$ cat src/design/oslf_consts.svh
// Constants for the output scale, limit and frequency command bank
`ifndef OSLF_CONSTS_SVH
`define OSLF_CONSTS_SVH
`define OSLF_CMD_SCALE 8'h29
`define OSLF_CMD_FLOOR 8'h2b
`define OSLF_CMD_FREQ 8'h33
`define OSLF_CMD_VINON 8'h35
`define OSLF_SCALE_EXP_RST 5'h19
`define OSLF_VINON_EXP 5'h1e
`define OSLF_FIX_FRAC 16
`define OSLF_DIV_EDGE0 48'h0000_0000_2000
`define OSLF_DIV_EDGE1 48'h0000_0000_4000
`define OSLF_DIV_EDGE2 48'h0000_0000_8000
`define OSLF_SCALE_MAX 48'h0000_0001_0000
`define OSLF_FREQ_LIMIT 11'h672
`define OSLF_FREQ_EXP_ONE 5'h01
`define OSLF_MAN_MAX 11'h3ff
`define OSLF_VINON_CODE_MIN 6'h0a
`define OSLF_FLOOR_VALID_LO 16'h0000
`define OSLF_FLOOR_VALID_HI 16'h5800
`endif

$ cat src/design/oslf_pkg.sv
// Types for the output scale, limit and frequency command bank
package oslf_pkg;
    typedef enum logic [1:0] {
        OSLF_DIV_EIGHTH,
        OSLF_DIV_QUARTER,
        OSLF_DIV_HALF,
        OSLF_DIV_FULL
    } oslf_div_t;

    typedef struct packed {
        logic [15:0] scale_r;
        logic [15:0] floor_r;
        logic [15:0] freq_r;
        logic [15:0] vinon_r;
        logic [15:0] scale_hw_r;
        logic [15:0] freq_hw_r;
        oslf_div_t div_r;
        logic [3:0] fsel_r;
        logic [5:0] vinon_code_r;
        logic [15:0] target_r;
        logic clamp_r;
        logic [15:0] rd_data_r;
        logic rd_valid_r;
        logic invalid_r;
        logic warn_r;
    } oslf_state_t;
endpackage : oslf_pkg

$ cat src/design/oslf_regs.sv
// Command word bank: feedback scale, output floor, switching rate, turn-on threshold
`timescale 1ns/1ns
`include "oslf_consts.svh"
module oslf_regs
    import oslf_pkg::*;
(
    input wire logic clk,
    input wire logic resetn,
    input wire logic [7:0] cmd_code,
    input wire logic wr_en,
    input wire logic [15:0] wr_data,
    input wire logic rd_en,
    output logic [15:0] rd_data,
    output logic rd_valid,
    output logic invalid_data,
    input wire logic nvm_restore,
    input wire logic [10:0] nvm_scale_man,
    input wire logic [15:0] nvm_floor,
    input wire logic [10:0] nvm_freq_khz,
    input wire logic [10:0] nvm_vinon_man,
    input wire logic conv_en,
    input wire logic analog_supply_uvlo,
    input wire logic [15:0] vout_request,
    input wire logic [15:0] vout_ceiling,
    output logic [15:0] scale_applied,
    output oslf_div_t div_select,
    output logic [3:0] freq_select,
    output logic [10:0] freq_eff_khz,
    output logic [5:0] vinon_code,
    output logic [15:0] vout_target,
    output logic status_none_above,
    output logic status_vout,
    output logic status_vout_minmax,
    output logic host_alert
);

    // ****************************************
    // Linear decode
    // ****************************************
    // Fixed point with 16 fraction bits; 48 bits hold any 11-bit mantissa shifted
    function automatic logic signed [47:0] lin_fix(input logic [15:0] w);
        logic [5:0] sh;
        logic signed [47:0] m;
        sh = 6'(signed'({w[15], w[15:11]}) + 6'sd16);
        m = 48'(signed'(w[10:0]));
        lin_fix = m <<< sh;
    endfunction : lin_fix

    function automatic logic [47:0] khz_fix(input logic [10:0] k);
        khz_fix = {21'h0, k, 16'h0};
    endfunction : khz_fix

    // ****************************************
    // Tables
    // ****************************************
    localparam logic [10:0] FREQ_EDGE [0:10] = '{
        11'h0fa, 11'h12c, 11'h15e, 11'h19a, 11'h1f4, 11'h258,
        11'h2bc, 11'h334, 11'h3e8, 11'h4b0, 11'h578
    };
    localparam logic [10:0] FREQ_EFF [0:11] = '{
        11'h0e1, 11'h113, 11'h145, 11'h177, 11'h1c2, 11'h226,
        11'h28a, 11'h2ee, 11'h384, 11'h44c, 11'h514, 11'h5dc
    };

    oslf_state_t st_r;
    oslf_state_t st_nxt;

    logic signed [47:0] wr_fix;
    logic signed [47:0] scale_fix;
    logic signed [47:0] freq_fix;
    logic signed [47:0] vinon_fix;
    logic wr_ok;
    logic hit_scale;
    logic hit_floor;
    logic hit_freq;
    logic hit_vinon;
    logic hw_update;
    logic [15:0] nvm_freq_word;
    logic [15:0] goal;
    logic clamp_now;

    // ****************************************
    // Next state
    // ****************************************
    always_comb begin
        st_nxt = st_r;
        st_nxt.rd_valid_r = 1'b0;
        st_nxt.invalid_r = 1'b0;
        st_nxt.warn_r = 1'b0;

        hit_scale = cmd_code == `OSLF_CMD_SCALE;
        hit_floor = cmd_code == `OSLF_CMD_FLOOR;
        hit_freq = cmd_code == `OSLF_CMD_FREQ;
        hit_vinon = cmd_code == `OSLF_CMD_VINON;
        wr_fix = lin_fix(wr_data);

        // Validity of the written word per command
        wr_ok = 1'b1;
        if (hit_scale) begin
            wr_ok = wr_fix > 0 && wr_fix <= $signed(`OSLF_SCALE_MAX);
        end else if (hit_floor) begin
            wr_ok = wr_data >= `OSLF_FLOOR_VALID_LO && wr_data <= `OSLF_FLOOR_VALID_HI;
        end else if (hit_freq) begin
            wr_ok = wr_fix > 0 && wr_fix < $signed(khz_fix(`OSLF_FREQ_LIMIT));
        end else if (hit_vinon) begin
            wr_ok = (wr_fix >>> 14) >= $signed(48'(`OSLF_VINON_CODE_MIN))
                && (wr_fix >>> 14) <= 48'sd63;
        end

        if (wr_en) begin
            if (!wr_ok && (hit_scale || hit_floor || hit_freq || hit_vinon)) begin
                st_nxt.invalid_r = 1'b1;
            end else if (hit_scale) begin
                st_nxt.scale_r = wr_data;
            end else if (hit_floor) begin
                st_nxt.floor_r = wr_data;
            end else if (hit_freq) begin
                st_nxt.freq_r = wr_data;
            end else if (hit_vinon) begin
                st_nxt.vinon_r = wr_data;
            end
        end

        // Exponent auto-generated so the stored kHz figure fits the mantissa
        if (nvm_freq_khz > `OSLF_MAN_MAX) begin
            nvm_freq_word = {`OSLF_FREQ_EXP_ONE, 1'b0, nvm_freq_khz[10:1]};
        end else begin
            nvm_freq_word = {5'h00, nvm_freq_khz};
        end

        if (nvm_restore) begin
            st_nxt.scale_r = {`OSLF_SCALE_EXP_RST, nvm_scale_man};
            st_nxt.floor_r = nvm_floor;
            st_nxt.freq_r = nvm_freq_word;
            st_nxt.vinon_r = {`OSLF_VINON_EXP, nvm_vinon_man};
        end

        // Hardware copies follow writes while conversion is off, during NVM restore or during analog supply UVLO
        hw_update = !conv_en || nvm_restore || analog_supply_uvlo;
        if (hw_update) begin
            st_nxt.scale_hw_r = st_nxt.scale_r;
            st_nxt.freq_hw_r = st_nxt.freq_r;
        end

        // Divider ratio from the applied scale
        scale_fix = lin_fix(st_r.scale_hw_r);
        if (scale_fix <= $signed(`OSLF_DIV_EDGE0)) begin
            st_nxt.div_r = OSLF_DIV_EIGHTH;
        end else if (scale_fix <= $signed(`OSLF_DIV_EDGE1)) begin
            st_nxt.div_r = OSLF_DIV_QUARTER;
        end else if (scale_fix <= $signed(`OSLF_DIV_EDGE2)) begin
            st_nxt.div_r = OSLF_DIV_HALF;
        end else begin
            st_nxt.div_r = OSLF_DIV_FULL;
        end

        // Frequency bin: count the edges at or below the request
        freq_fix = lin_fix(st_r.freq_hw_r);
        st_nxt.fsel_r = 4'h0;
        for (int i = 0; i < 11; i++) begin
            if (freq_fix >= $signed(khz_fix(FREQ_EDGE[i]))) begin
                st_nxt.fsel_r = 4'(i + 1);
            end
        end

        // Quarter-volt code, rounded down and held inside the hardware span
        vinon_fix = lin_fix(st_r.vinon_r) >>> 14;
        if (vinon_fix < $signed(48'(`OSLF_VINON_CODE_MIN))) begin
            st_nxt.vinon_code_r = `OSLF_VINON_CODE_MIN;
        end else if (vinon_fix > 48'sd63) begin
            st_nxt.vinon_code_r = 6'h3f;
        end else begin
            st_nxt.vinon_code_r = vinon_fix[5:0];
        end

        // Output window: limit changes are caught by the same compare
        goal = vout_request;
        clamp_now = 1'b0;
        if (conv_en && vout_request < st_r.floor_r) begin
            goal = st_r.floor_r;
            clamp_now = 1'b1;
        end else if (conv_en && vout_request > vout_ceiling) begin
            goal = vout_ceiling;
            clamp_now = 1'b1;
        end
        st_nxt.target_r = goal;
        st_nxt.clamp_r = clamp_now;
        st_nxt.warn_r = clamp_now && !st_r.clamp_r;

        if (rd_en) begin
            st_nxt.rd_valid_r = 1'b1;
            unique case (1'b1)
                hit_scale: st_nxt.rd_data_r = st_r.scale_r;
                hit_floor: st_nxt.rd_data_r = st_r.floor_r;
                hit_freq: st_nxt.rd_data_r = st_r.freq_r;
                hit_vinon: st_nxt.rd_data_r = st_r.vinon_r;
                default: st_nxt.rd_data_r = 16'h0000;
            endcase
        end
    end

    // ****************************************
    // State register
    // ****************************************
    // Mantissas are zero until the NVM restore pulse loads them
    always_ff @(posedge clk or negedge resetn) begin
        if (!resetn) begin
            st_r <= '0;
            st_r.scale_r <= {`OSLF_SCALE_EXP_RST, 11'h000};
            st_r.scale_hw_r <= {`OSLF_SCALE_EXP_RST, 11'h000};
            st_r.vinon_r <= {`OSLF_VINON_EXP, 11'h000};
            st_r.vinon_code_r <= `OSLF_VINON_CODE_MIN;
        end else begin
            st_r <= st_nxt;
        end
    end

    // ****************************************
    // Outputs
    // ****************************************
    assign rd_data = st_r.rd_data_r;
    assign rd_valid = st_r.rd_valid_r;
    assign invalid_data = st_r.invalid_r;
    assign scale_applied = st_r.scale_hw_r;
    assign div_select = st_r.div_r;
    assign freq_select = st_r.fsel_r;
    assign freq_eff_khz = FREQ_EFF[st_r.fsel_r];
    assign vinon_code = st_r.vinon_code_r;
    assign vout_target = st_r.target_r;
    assign status_none_above = st_r.warn_r || st_r.invalid_r;
    assign status_vout = st_r.warn_r;
    assign status_vout_minmax = st_r.warn_r;
    assign host_alert = st_r.warn_r || st_r.invalid_r;

    // ****************************************
    // Checks
    // ****************************************
    a_bad_write_flag: assert property (@(posedge clk) disable iff (!resetn)
        wr_en && hit_freq && wr_data == 16'h0000 |=> invalid_data && host_alert)
        else $error("Invalid write not flagged");

    a_scale_held: assert property (@(posedge clk) disable iff (!resetn)
        conv_en && !nvm_restore && !analog_supply_uvlo |=> $stable(scale_applied))
        else $error("Scale changed while converting");

    a_scale_idle: assert property (@(posedge clk) disable iff (!resetn)
        !conv_en && wr_en && hit_scale && wr_ok && !nvm_restore
        |=> scale_applied == $past(wr_data))
        else $error("Idle scale write not applied");

    a_floor_clamp: assert property (@(posedge clk) disable iff (!resetn)
        conv_en && vout_request < st_r.floor_r |=> vout_target == $past(st_r.floor_r))
        else $error("Target not clamped to floor");

    a_warn_once: assert property (@(posedge clk) disable iff (!resetn)
        status_vout_minmax |=> !status_vout_minmax)
        else $error("Warning pulse longer than one cycle");

    a_warn_cause: assert property (@(posedge clk) disable iff (!resetn)
        !st_r.clamp_r && conv_en && (vout_request < st_r.floor_r || vout_request > vout_ceiling)
        |=> status_vout && host_alert)
        else $error("Window breach not reported");

    a_read_back: assert property (@(posedge clk) disable iff (!resetn)
        rd_en && hit_scale && !wr_en |=> rd_valid && rd_data == $past(st_r.scale_r))
        else $error("Scale read back wrong");

    a_vinon_span: assert property (@(posedge clk) disable iff (!resetn)
        vinon_code >= `OSLF_VINON_CODE_MIN)
        else $error("Turn-on code below span");

    a_restore_exp: assert property (@(posedge clk) disable iff (!resetn)
        nvm_restore ##1 !(rd_en || wr_en) [*1] ##0 1'b1
        |-> st_r.scale_r[15:11] == `OSLF_SCALE_EXP_RST)
        else $error("Restored scale exponent wrong");

    a_div_eighth: assert property (@(posedge clk) disable iff (!resetn)
        scale_fix <= $signed(`OSLF_DIV_EDGE0)
        |=> div_select == OSLF_DIV_EIGHTH)
        else $error("Small scale not mapped to eighth divider");

    a_div_full: assert property (@(posedge clk) disable iff (!resetn)
        scale_fix > $signed(`OSLF_DIV_EDGE2)
        |=> div_select == OSLF_DIV_FULL)
        else $error("Large scale not mapped to full divider");

    a_freq_low_bin: assert property (@(posedge clk) disable iff (!resetn)
        freq_fix < $signed(khz_fix(FREQ_EDGE[0]))
        |=> freq_eff_khz == FREQ_EFF[0])
        else $error("Low request not in lowest bin");

    a_freq_top_bin: assert property (@(posedge clk) disable iff (!resetn)
        freq_fix >= $signed(khz_fix(FREQ_EDGE[10]))
        |=> freq_select == 4'hb)
        else $error("High request not in top bin");

    a_freq_held: assert property (@(posedge clk) disable iff (!resetn)
        conv_en && !nvm_restore && !analog_supply_uvlo
        |=> $stable(st_r.freq_hw_r))
        else $error("Frequency changed while converting");

    a_freq_idle: assert property (@(posedge clk) disable iff (!resetn)
        !conv_en && wr_en && hit_freq && wr_ok && !nvm_restore
        |=> st_r.freq_hw_r == $past(wr_data))
        else $error("Idle frequency write not applied");

    a_floor_write: assert property (@(posedge clk) disable iff (!resetn)
        wr_en && hit_floor && wr_ok && !nvm_restore
        |=> st_r.floor_r == $past(wr_data))
        else $error("Floor write not stored");

    a_floor_range: assert property (@(posedge clk) disable iff (!resetn)
        wr_en && hit_floor && wr_data > `OSLF_FLOOR_VALID_HI && !nvm_restore
        |=> invalid_data && $stable(st_r.floor_r))
        else $error("Out of range floor accepted");

    a_vinon_fly: assert property (@(posedge clk) disable iff (!resetn)
        wr_en && hit_vinon && wr_ok && !nvm_restore
        |=> st_r.vinon_r == $past(wr_data))
        else $error("Turn-on write not stored");

    a_read_other: assert property (@(posedge clk) disable iff (!resetn)
        rd_en && !(hit_scale || hit_floor || hit_freq || hit_vinon)
        |=> rd_valid && rd_data == 16'h0000)
        else $error("Unknown code read not zero");

    a_status_same: assert property (@(posedge clk) disable iff (!resetn)
        status_vout
        |-> status_vout_minmax && status_none_above && host_alert)
        else $error("Clamp status bits split");

    a_no_clamp_idle: assert property (@(posedge clk) disable iff (!resetn)
        !conv_en
        |=> vout_target == $past(vout_request) && !status_vout)
        else $error("Clamp active while not converting");

    a_restore_freq: assert property (@(posedge clk) disable iff (!resetn)
        nvm_restore && nvm_freq_khz <= `OSLF_MAN_MAX
        |=> st_r.freq_r == {5'h00, $past(nvm_freq_khz)})
        else $error("Restored frequency word wrong");

    a_scale_invalid: assert property (@(posedge clk) disable iff (!resetn)
        wr_en && hit_scale && !wr_ok
        |=> invalid_data && host_alert && status_none_above)
        else $error("Invalid scale write not flagged");

endmodule : oslf_regs

$ cat config.mk
export PLATFORM = sky130hd
export DESIGN_NAME = oslf_regs
export DESIGN_NICKNAME = d
export VERILOG_FILES = /design/src/design/oslf_pkg.sv /design/src/design/oslf_regs.sv
export VERILOG_INCLUDE_DIRS = /design/src /design/src/design
export SDC_FILE = /design/constraint.sdc
export NUM_CORES = 1
export LEC_CHECK = 0
export BUFFER_PORTS_ARGS = -buffer_cell sky130_fd_sc_hd__buf_2
export CAP_MARGIN = 20
export CORE_ASPECT_RATIO = 1.1
export CORE_UTILIZATION = 30
export DETAILED_ROUTE_END_ITERATION = 16
export MAX_ROUTING_LAYER = met4
export PLACE_DENSITY_LB_ADDON = 0.15
export SKIP_LAST_GASP = 1
export SLEW_MARGIN = 20
export SYNTH_ARGS = -nofsm -noshare
export SYNTH_HDL_FRONTEND = slang
export SYNTH_SLANG_ARGS = --single-unit
$ cat constraint.sdc
create_clock -name clk -period 5.8 [get_ports clk]
set_clock_uncertainty 0.15 [all_clocks]
set_input_delay 1.16 -clock clk [delete_from_list [all_inputs] [get_ports clk]]
set_output_delay 1.16 -clock clk [all_outputs]
set_load 0.05 [all_outputs]
==> results.txt, run 1 <==
- Sequential-to-total area share from yosys stat: between 20% and 30%
* Net total in the final layout: 1620
* Count of endpoints failing setup in the final report: 0
* Clock insertion delay at the later pin of the skew report: 430 ps
- Power consumption: 3.65 mW
- Crit Path Max Fanout: 34
- Data on the critical path is required at its endpoint by between 5000 and 6000 ps.
- Clock-pin slew was measured on the worst setup and hold paths at 60 ps.
- CTS tree: yes
- After layout, the worst path uses roughly three quarters of the clock period.
* Std-Cell Core Area: around 0.04 mm2
* Count of inserted antenna diode cells: 0
* CTS Root Buffer Type: sky130_fd_sc_hd__clkbuf_16
- At the pin with the least slew margin, the transition time is around 1000 ps.
- The worst path meets setup with between 1000 and 1500 ps of slack.
- Average wire per standard cell: 21.8 um
- Wire length of the first global-routing pass: roughly 67000 um
- Buffers inserted during clock tree synthesis total 17.
- Input and output buffers added on the ports amount to around 190.
- The via count of the first global-routing pass is roughly 11000.
* Synth Warn #: 0
- Setup repair after global routing left no endpoint under its margin.
- Of the cells placed in the final design, the portion with a size suffix greater than 1 is 22.1%.
- Number of DRC violations after detailed-routing iteration 0: ~800
* Leakage power figure: roughly 6 nW
- Main synth FF type: sky130_fd_sc_hd__dfrtp_1
- Setup fix buffers added after clock tree synthesis: 0
* Vertical extent of the die: between 200 and 250 um
- In this run the horizontal extent of the chip is about 200 um.
- DRC violations left: 0
* Met2 Use GR: between 30% and 40%
- Relative slew margins: between 30% and 40%
* Highest Clock Rate: approximately 230 MHz
- In this run, synthesis produced a sequential element count of 144.
- Maximum buffer depth of the clock tree: 2
- Proportion of register bits with asynchronous set or reset after synthesis: between 90% and 100%
* Initial core utilization: a little under a third
- In the layout the commonest cells are sky130_fd_sc_hd__buf_2 (187), sky130_fd_sc_hd__mux2i_1 (136), sky130_fd_sc_hd__dfrtp_1 (132), sky130_fd_sc_hd__a21oi_1 (119), sky130_fd_sc_hd__nor2_1 (109).
- GRT met1 Usage: between 20 and 30%
- Mean instance size in the synthesized netlist: 8.65 um2
* Largest net degree at the start of global routing: between 80 and 90
* Most frequent standard cell in the layout excluding fill and tap cells: sky130_fd_sc_hd__buf_2
- Half-perimeter wire length after detailed placement: between 30000 and 40000 um
- Period minus WS final: around 4400 ps
* CTS H-tree depth: 4
- Cts repair resizes: 0
- Global routing used between 20% and 30% of the available tracks.
- In this run the count of I/O pins placed on the die edge is around 190.
- Adding up every negative setup slack in the final design gives 0 ps.
- Compared with the post-synthesis result, the final layout area differs by 11.7%.
- The number of nets in the synthesized netlist is 1567.
- Summed over all layers, the routed wires come to ~44000 um.
- Summing over every cut layer, the via total after detailed routing is between 10000 and 15000.
- In this run the remaining antenna-violating nets after routing total 0.
* FP Rows: just under 80
- Data arrives at the worst endpoint at roughly 4500 ps.
* Worst setup path class: input pin to flip-flop
- Post-Place Setup Slack: 1000 ps
* Gr ovfl total: 0
- IR analysis of the VDD net gives a maximum drop of about 0.21 mV.
- Final Hold Viols: 0
- Synthesized area: 0.0123 mm2
- Global route hottest layer: met2
* Count of unique library cells instantiated by Yosys: between 90 and 100
* Post-Synthesis Cells: roughly 1400
- Post-detailed-route via-to-cell ratio: 5.61
- For met3 alone, demand over resource in global routing was approximately 2.6%.
* Status: completed
- Clk sink count: approximately 140
- At the end of routability-driven placement, the weighted congestion stood at about 0.9.
- Category of the worst setup path capture point: flip-flop
- Hold repair after CTS inserted 0 buffers.
- Counting flops with a built-in enable in the synthesized netlist gives 0.
* Launching element type of the critical path: input pin
- Power per cell area: ~270 mW/mm2
- The initial antenna violation count is 0.
* Final Max Slew Viols: 0
* Detailed-routing iteration count for the pre-antenna-repair pass: 6
- Maximum capacitance violations: 0
- In this run the worst hold path is classified as flip-flop to flip-flop.
- Die ar.: about 0.042 mm2
## through the flow
stage	hold WS (ps)	instance area, um2	util, %	instances
after global placement	230	13000	32.3	1969
after global routing	262	13700	34.1	2001
final	244	13700	34.1	2001
after detailed placement	236	13000	32.3	1969
after CTS	244	13700	34.1	2001
after floorplan	225	12300	-	1422
## registers in the layout, summed over array words and instances, names as in the netlist
signal         cells
st_r              81
rd_data           16
scale_applied     16
vout_target       16
vinon_code         6
freq_select        4
div_select         2
invalid_data       1
rd_valid           1
status_vout        1
## layout make-up
type | count | area, um2
Fill cell | 4213 | 26500
Multi-Input combinational cell | 1023 | 7350
Sequential cell | 144 | 3620
Timing Repair Buffer | 211 | 1120
Tap cell | 513 | 642
Clock buffer | 19 | 453
Inverter | 78 | 293
Clock inverter | 13 | 256
## worst max-delay path, cell delays in order
cell	delay, ps
sky130_fd_sc_hd__buf_2	540
sky130_fd_sc_hd__mux2i_1	480
sky130_fd_sc_hd__mux4_2	370
sky130_fd_sc_hd__o311a_1	270
sky130_fd_sc_hd__o221ai_1	190
sky130_fd_sc_hd__a41o_1	230
sky130_fd_sc_hd__a211oi_1	300
sky130_fd_sc_hd__and4b_1	260
sky130_fd_sc_hd__buf_4	320
sky130_fd_sc_hd__mux2i_1	290
sky130_fd_sc_hd__a21boi_1	110
## worst paths after layout
| kind | startpoint | cells after the start | slack [ps] | to |
|---|---|---|---|---|
| min in group asynchronous | resetn | 1 | 590 | rd_data[1] |
| worst max register to register | st_r[60] | 8 | 1880 | freq_select[0] |
| worst min-delay path | st_r[19] | 1 | 240 | status_vout |
| worst min register to register | st_r[19] | 1 | 240 | status_vout |
| worst max-delay path | wr_data[11] | 11 | 1370 | st_r[99] |
| max in group asynchronous | resetn | 2 | 3810 | st_r[123] |
## where the power goes
| part | switching, mW | total [mW] | internal (mW) | leakage, nW |
|---|---|---|---|---|
| clock | 0.447 | 1.32 | 0.875 | 0.340 |
| combinational | 0.748 | 1.12 | 0.371 | 3.96 |
| sequential | 0.118 | 1.20 | 1.09 | 1.70 |
| total | 1.31 | 3.65 | 2.33 | 6.00 |
## per-layer routing
| metal | vias to the layer above | wire, um | share of wire (%) |
|---|---|---|---|
| li1 | 5289 | - | - |
| met2 | 390 | 19400 | 44 |
| met5 | - | 0 | 0 |
| met3 | 43 | 2400 | 5.5 |
| met4 | 0 | 929 | 2.1 |
| met1 | 5499 | 20900 | 48 |
## kinds of logic after synthesis
group	synth area share (%)
buffers and inverters	11.1
adders and majority gates	3.36
and+or+nand+nor	14.9
xor gates and xnor gates	0.0712
AOI/OAI and AO/OA	24.3
muxes	16.9
DFF	29.4
## synth_stat cells (9+ instances only)
cell	n	share of area, %
sky130_fd_sc_hd__o31ai_1	11	0.67
sky130_fd_sc_hd__a211oi_1	19	1.2
sky130_fd_sc_hd__a21boi_1	11	0.67
sky130_fd_sc_hd__dfrtp_1	132	27
sky130_fd_sc_hd__o211ai_1	11	0.67
sky130_fd_sc_hd__a222oi_1	16	1.3
sky130_fd_sc_hd__mux4_2	19	3.5
sky130_fd_sc_hd__nand4_1	9	0.46
sky130_fd_sc_hd__o22ai_1	33	1.7
sky130_fd_sc_hd__ha_1	33	3.4
sky130_fd_sc_hd__buf_4	70	4.3
sky130_fd_sc_hd__a2bb2oi_1	10	0.71
sky130_fd_sc_hd__nand3_1	28	1.1
sky130_fd_sc_hd__nor2_1	109	3.3
sky130_fd_sc_hd__nand3b_1	10	0.61
sky130_fd_sc_hd__nand2b_1	27	1.4
sky130_fd_sc_hd__and2_1	10	0.51
sky130_fd_sc_hd__nor2b_1	18	0.92
sky130_fd_sc_hd__buf_2	28	1.1
sky130_fd_sc_hd__nor3_1	16	0.65
sky130_fd_sc_hd__clkbuf_1	63	1.9
sky130_fd_sc_hd__a21oi_1	119	4.8
sky130_fd_sc_hd__a21boi_0	20	1.2
sky130_fd_sc_hd__dfstp_2	12	2.6
sky130_fd_sc_hd__inv_1	71	2.2
sky130_fd_sc_hd__a21o_1	18	1.1
sky130_fd_sc_hd__nand2_1	94	2.9
sky130_fd_sc_hd__mux2_2	23	2.1
sky130_fd_sc_hd__a31oi_1	21	1.1
sky130_fd_sc_hd__mux2i_1	136	11
sky130_fd_sc_hd__o21ai_0	66	2.7
Power figures use the tool's default switching activity.
==> run 2: changes to the inputs <==
Clock period 5.8 ns to 3.9 ns, I/O delays scaled along.
==> results.txt, run 2 (synthesis results as in run 1) <==
* Status: completed (unchanged)
- Category of the worst setup path capture point: flip-flop (unchanged)
- Relative slew margins: 33.5% (was 33.1%)
* Maximum resistive drop on vdd: 0.316 mV (was 0.211 mV)
- Die ar.: 0.0418 mm2 (unchanged)
- The aggregate global routing overflow came to 0 (unchanged).
- The starting density of the core was 30.5% (unchanged).
- The worst hold path class is flip-flop to flip-flop (unchanged).
- The worst stage delay on the critical path was 340 ps (was 540 ps).
* Leakage power figure: 6.31 nW (was 6.00 nW)
* Slowest cell on the critical path: sky130_fd_sc_hd__o31a_1 (was sky130_fd_sc_hd__buf_2)
* Maximum capacitance violations: 0 (unchanged)
- The wire length on met2 was 19800 um (was 19400 um).
* Setup Total Neg Slack: 0 ps (unchanged)
* Number of DRC violations after detailed-routing iteration 0: 787 (was 803)
- The estimated wirelength of the detail-placed design is 33600 um (was 32300 um).
- The highest fanout seen on the critical path was 22 (was 34).
- Period Utilization, post-route: around nine tenths
* Largest net degree at the start of global routing: 94 (was 85)
- The aggregate global-route resource usage came to 21.4% (was 21.3%).
- Final core occ: 35.3% (was 34.1%)
- DRC violations left: 0 (unchanged)
* Highest metal layer with signal wires: met4 (unchanged)
* Worst Slack Setup Final: 343 ps (was 1370 ps)
- The net count reported at finish is 1692 (was 1620).
- Ordered list of cells on the worst path: buf_2, buf_4, mux2i_1, a22o_1, o32ai_1, o31a_1, nor4_4, o221ai_2, nor4_4, buf_12, mux2i_1, mux2_2 (was buf_2, mux2i_1, mux4_2, o311a_1, o221ai_1, a41o_1, a211oi_1, and4b_1, buf_4, mux2i_1, a21boi_1).
- Power per cell area: 368 mW/mm2 (was 265 mW/mm2)
- The classification of the worst setup path was input pin to flip-flop (unchanged).
- Vertical extent of the die: 214 um (unchanged)
- The sum of routed wire length over all layers is 43800 um (was 43700 um).
- RD Place Congestion: 0.919 (was 0.893)
- The clock root buffer is sky130_fd_sc_hd__clkbuf_16 (unchanged).
- The most common library cell in the layout ignoring fill and taps was sky130_fd_sc_hd__buf_2 (unchanged).
- Average wire per standard cell: 21.1 um (was 21.8 um)
- M1 WL: 21300 um (was 20900 um)
* Slew at the pin closest to its max-slew limit: 998 ps (was 997 ps)
* Std-Cell Core Area: 0.0403 mm2 (unchanged)
- The flip-flop count of the largest register after layout was 81 (unchanged).
* Wire length of the first global-routing pass: 67700 um (was 67000 um)
* Period minus WS final: roughly 3600 ps
- The share of final-layout standard cells stronger than drive strength 1 is 25.7% (was 22.1%).
* CP Data Required Time: 4060 ps (was 5900 ps)
- Met3 layer wire length in the routed design: 2050 um (was 2400 um)
- Chip width: 195 um (unchanged)
- Register clock-pin slew on the reported worst setup and hold paths: 60 ps (about the same)
- I/O pin total: 189 (unchanged)
- Final Max Slew Viols: 0 (unchanged)
- The category of the worst setup path launch point is an input pin (unchanged).
* Highest Clock Rate: between 200 and 300 MHz
- Worst hold-check slack: 243 ps (was 244 ps)
- The total number of vias is 11400 (was 11200).
- The number of failing setup endpoints in the final timing report was 0 (unchanged).
- The initial antenna violation count is 0 (unchanged).
- Cts-stage hold buffer count: 0 (unchanged)
- The clock insertion delay at the later pin of the skew report is 430 ps (about the same).
- The number of diodes is 0 (unchanged).
* Number of buffers inserted by port buffering: 188 (unchanged)
- Data arrival time of the critical path: 3720 ps (was 4540 ps)
- The level count of the clock H-tree was 4 (unchanged).
- Cts repair resizes: 0 (unchanged)
- The number of nets still failing antenna checks after routing is 0 (unchanged).
- The number of detailed-routing iterations run before antenna repair was 5 (was 6).
- Leading cell types in the layout, fill and taps excluded: sky130_fd_sc_hd__buf_2 (187), sky130_fd_sc_hd__mux2i_1 (136), sky130_fd_sc_hd__dfrtp_1 (132), sky130_fd_sc_hd__a21oi_1 (119), sky130_fd_sc_hd__nor2_1 (109) (unchanged).
- The via-per-instance ratio is 5.51 (was 5.61).
- The standard-cell row count came to 77 (unchanged).
* Number of fillers in the final layout: 4220 (was 4213)
- Post-Place Setup Slack: -90.5 ps (was 1000 ps)
- The CTS tree is yes (unchanged).
* Clk sink count: 144 (unchanged)
- Maximum buffer depth of the clock tree: 2 (unchanged)
* Number of buffers inserted during clock tree synthesis: 17 (unchanged)
* Via count of the first global-routing pass: 11200 (was 10900)
- RSZ-0062 raised after global routing: no (unchanged)
* Layout Area Growth over Synthesis: 15.7% (was 11.7%)
* Setup fix buffers added after clock tree synthesis: 0 (unchanged)
- The number of endpoints with negative hold slack in the final report came to 0 (unchanged).
- Register name with the most flops: st_r (unchanged)
[run 2: changes by cell type in the layout (fill, tap and decap cells not counted)]
cell                         delta
sky130_fd_sc_hd__buf_4         +68
sky130_fd_sc_hd__buf_12         +4
sky130_fd_sc_hd__bufinv_16      -4
sky130_fd_sc_hd__clkbuf_8       -2
sky130_fd_sc_hd__clkinv_2       +1
sky130_fd_sc_hd__clkinvlp_4     +2
sky130_fd_sc_hd__inv_6          +3
[run 2: path summary, 6_finish.rpt]
kind	slack (ps)	depth (start not counted)	startpoint	endpoint
max reg2reg	340	10	st_r[60]	freq_select[0]
max	340	12	wr_data[11]	st_r[126]
min reg2reg	240	1	st_r[19]	status_vout
min	240	1	st_r[19]	status_vout
min in group asynchronous	250	1	resetn	rd_data[1]
max in group asynchronous	2500	2	resetn	vout_target[13]
[run 2: stage by stage]
step                      instance area [um2]  cells  total power, mW
after floorplan                         12300   1422             3.05
after global placement                  13600   2041             3.54
after detailed placement                13600   2041             3.55
after CTS                               14200   2073             5.27
after global routing                    14200   2073             5.50
final                                   14200   2073             5.23
[run 2: cell type report]
type                            instances  area, um2  area share, %
Sequential cell                       144       3620           25.4
Tap cell                              513        642           4.51
Clock inverter                         15        183           1.28
Timing Repair Buffer                  283       1710           12.0
Inverter                               78        293           2.06
Clock buffer                           17        425           2.99
Multi-Input combinational cell       1023       7350           51.7
[run 2: critical path: cells and delay by family]
| kind | cells | cell delay, ps |
|---|---|---|
| AND/OR/NAND/NOR | 2 | 630 |
| AO/OA/AOI/OAI | 4 | 870 |
| multiplexers | 3 | 680 |
| buffers and inverters | 3 | 750 |
[run 2: routing by layer]
metal  vias up  track usage, %
li1       5451               -
met1      5591            30.2
met2       357            32.7
met3        27            2.50
met4         0            4.78
met5         -               -
[run 2: where the power goes]
part / switching (mW) / internal [mW]
sequential: 0.177 / 1.61
clock: 0.692 / 1.01
combinational: 1.13 / 0.610
total: 2.00 / 3.24
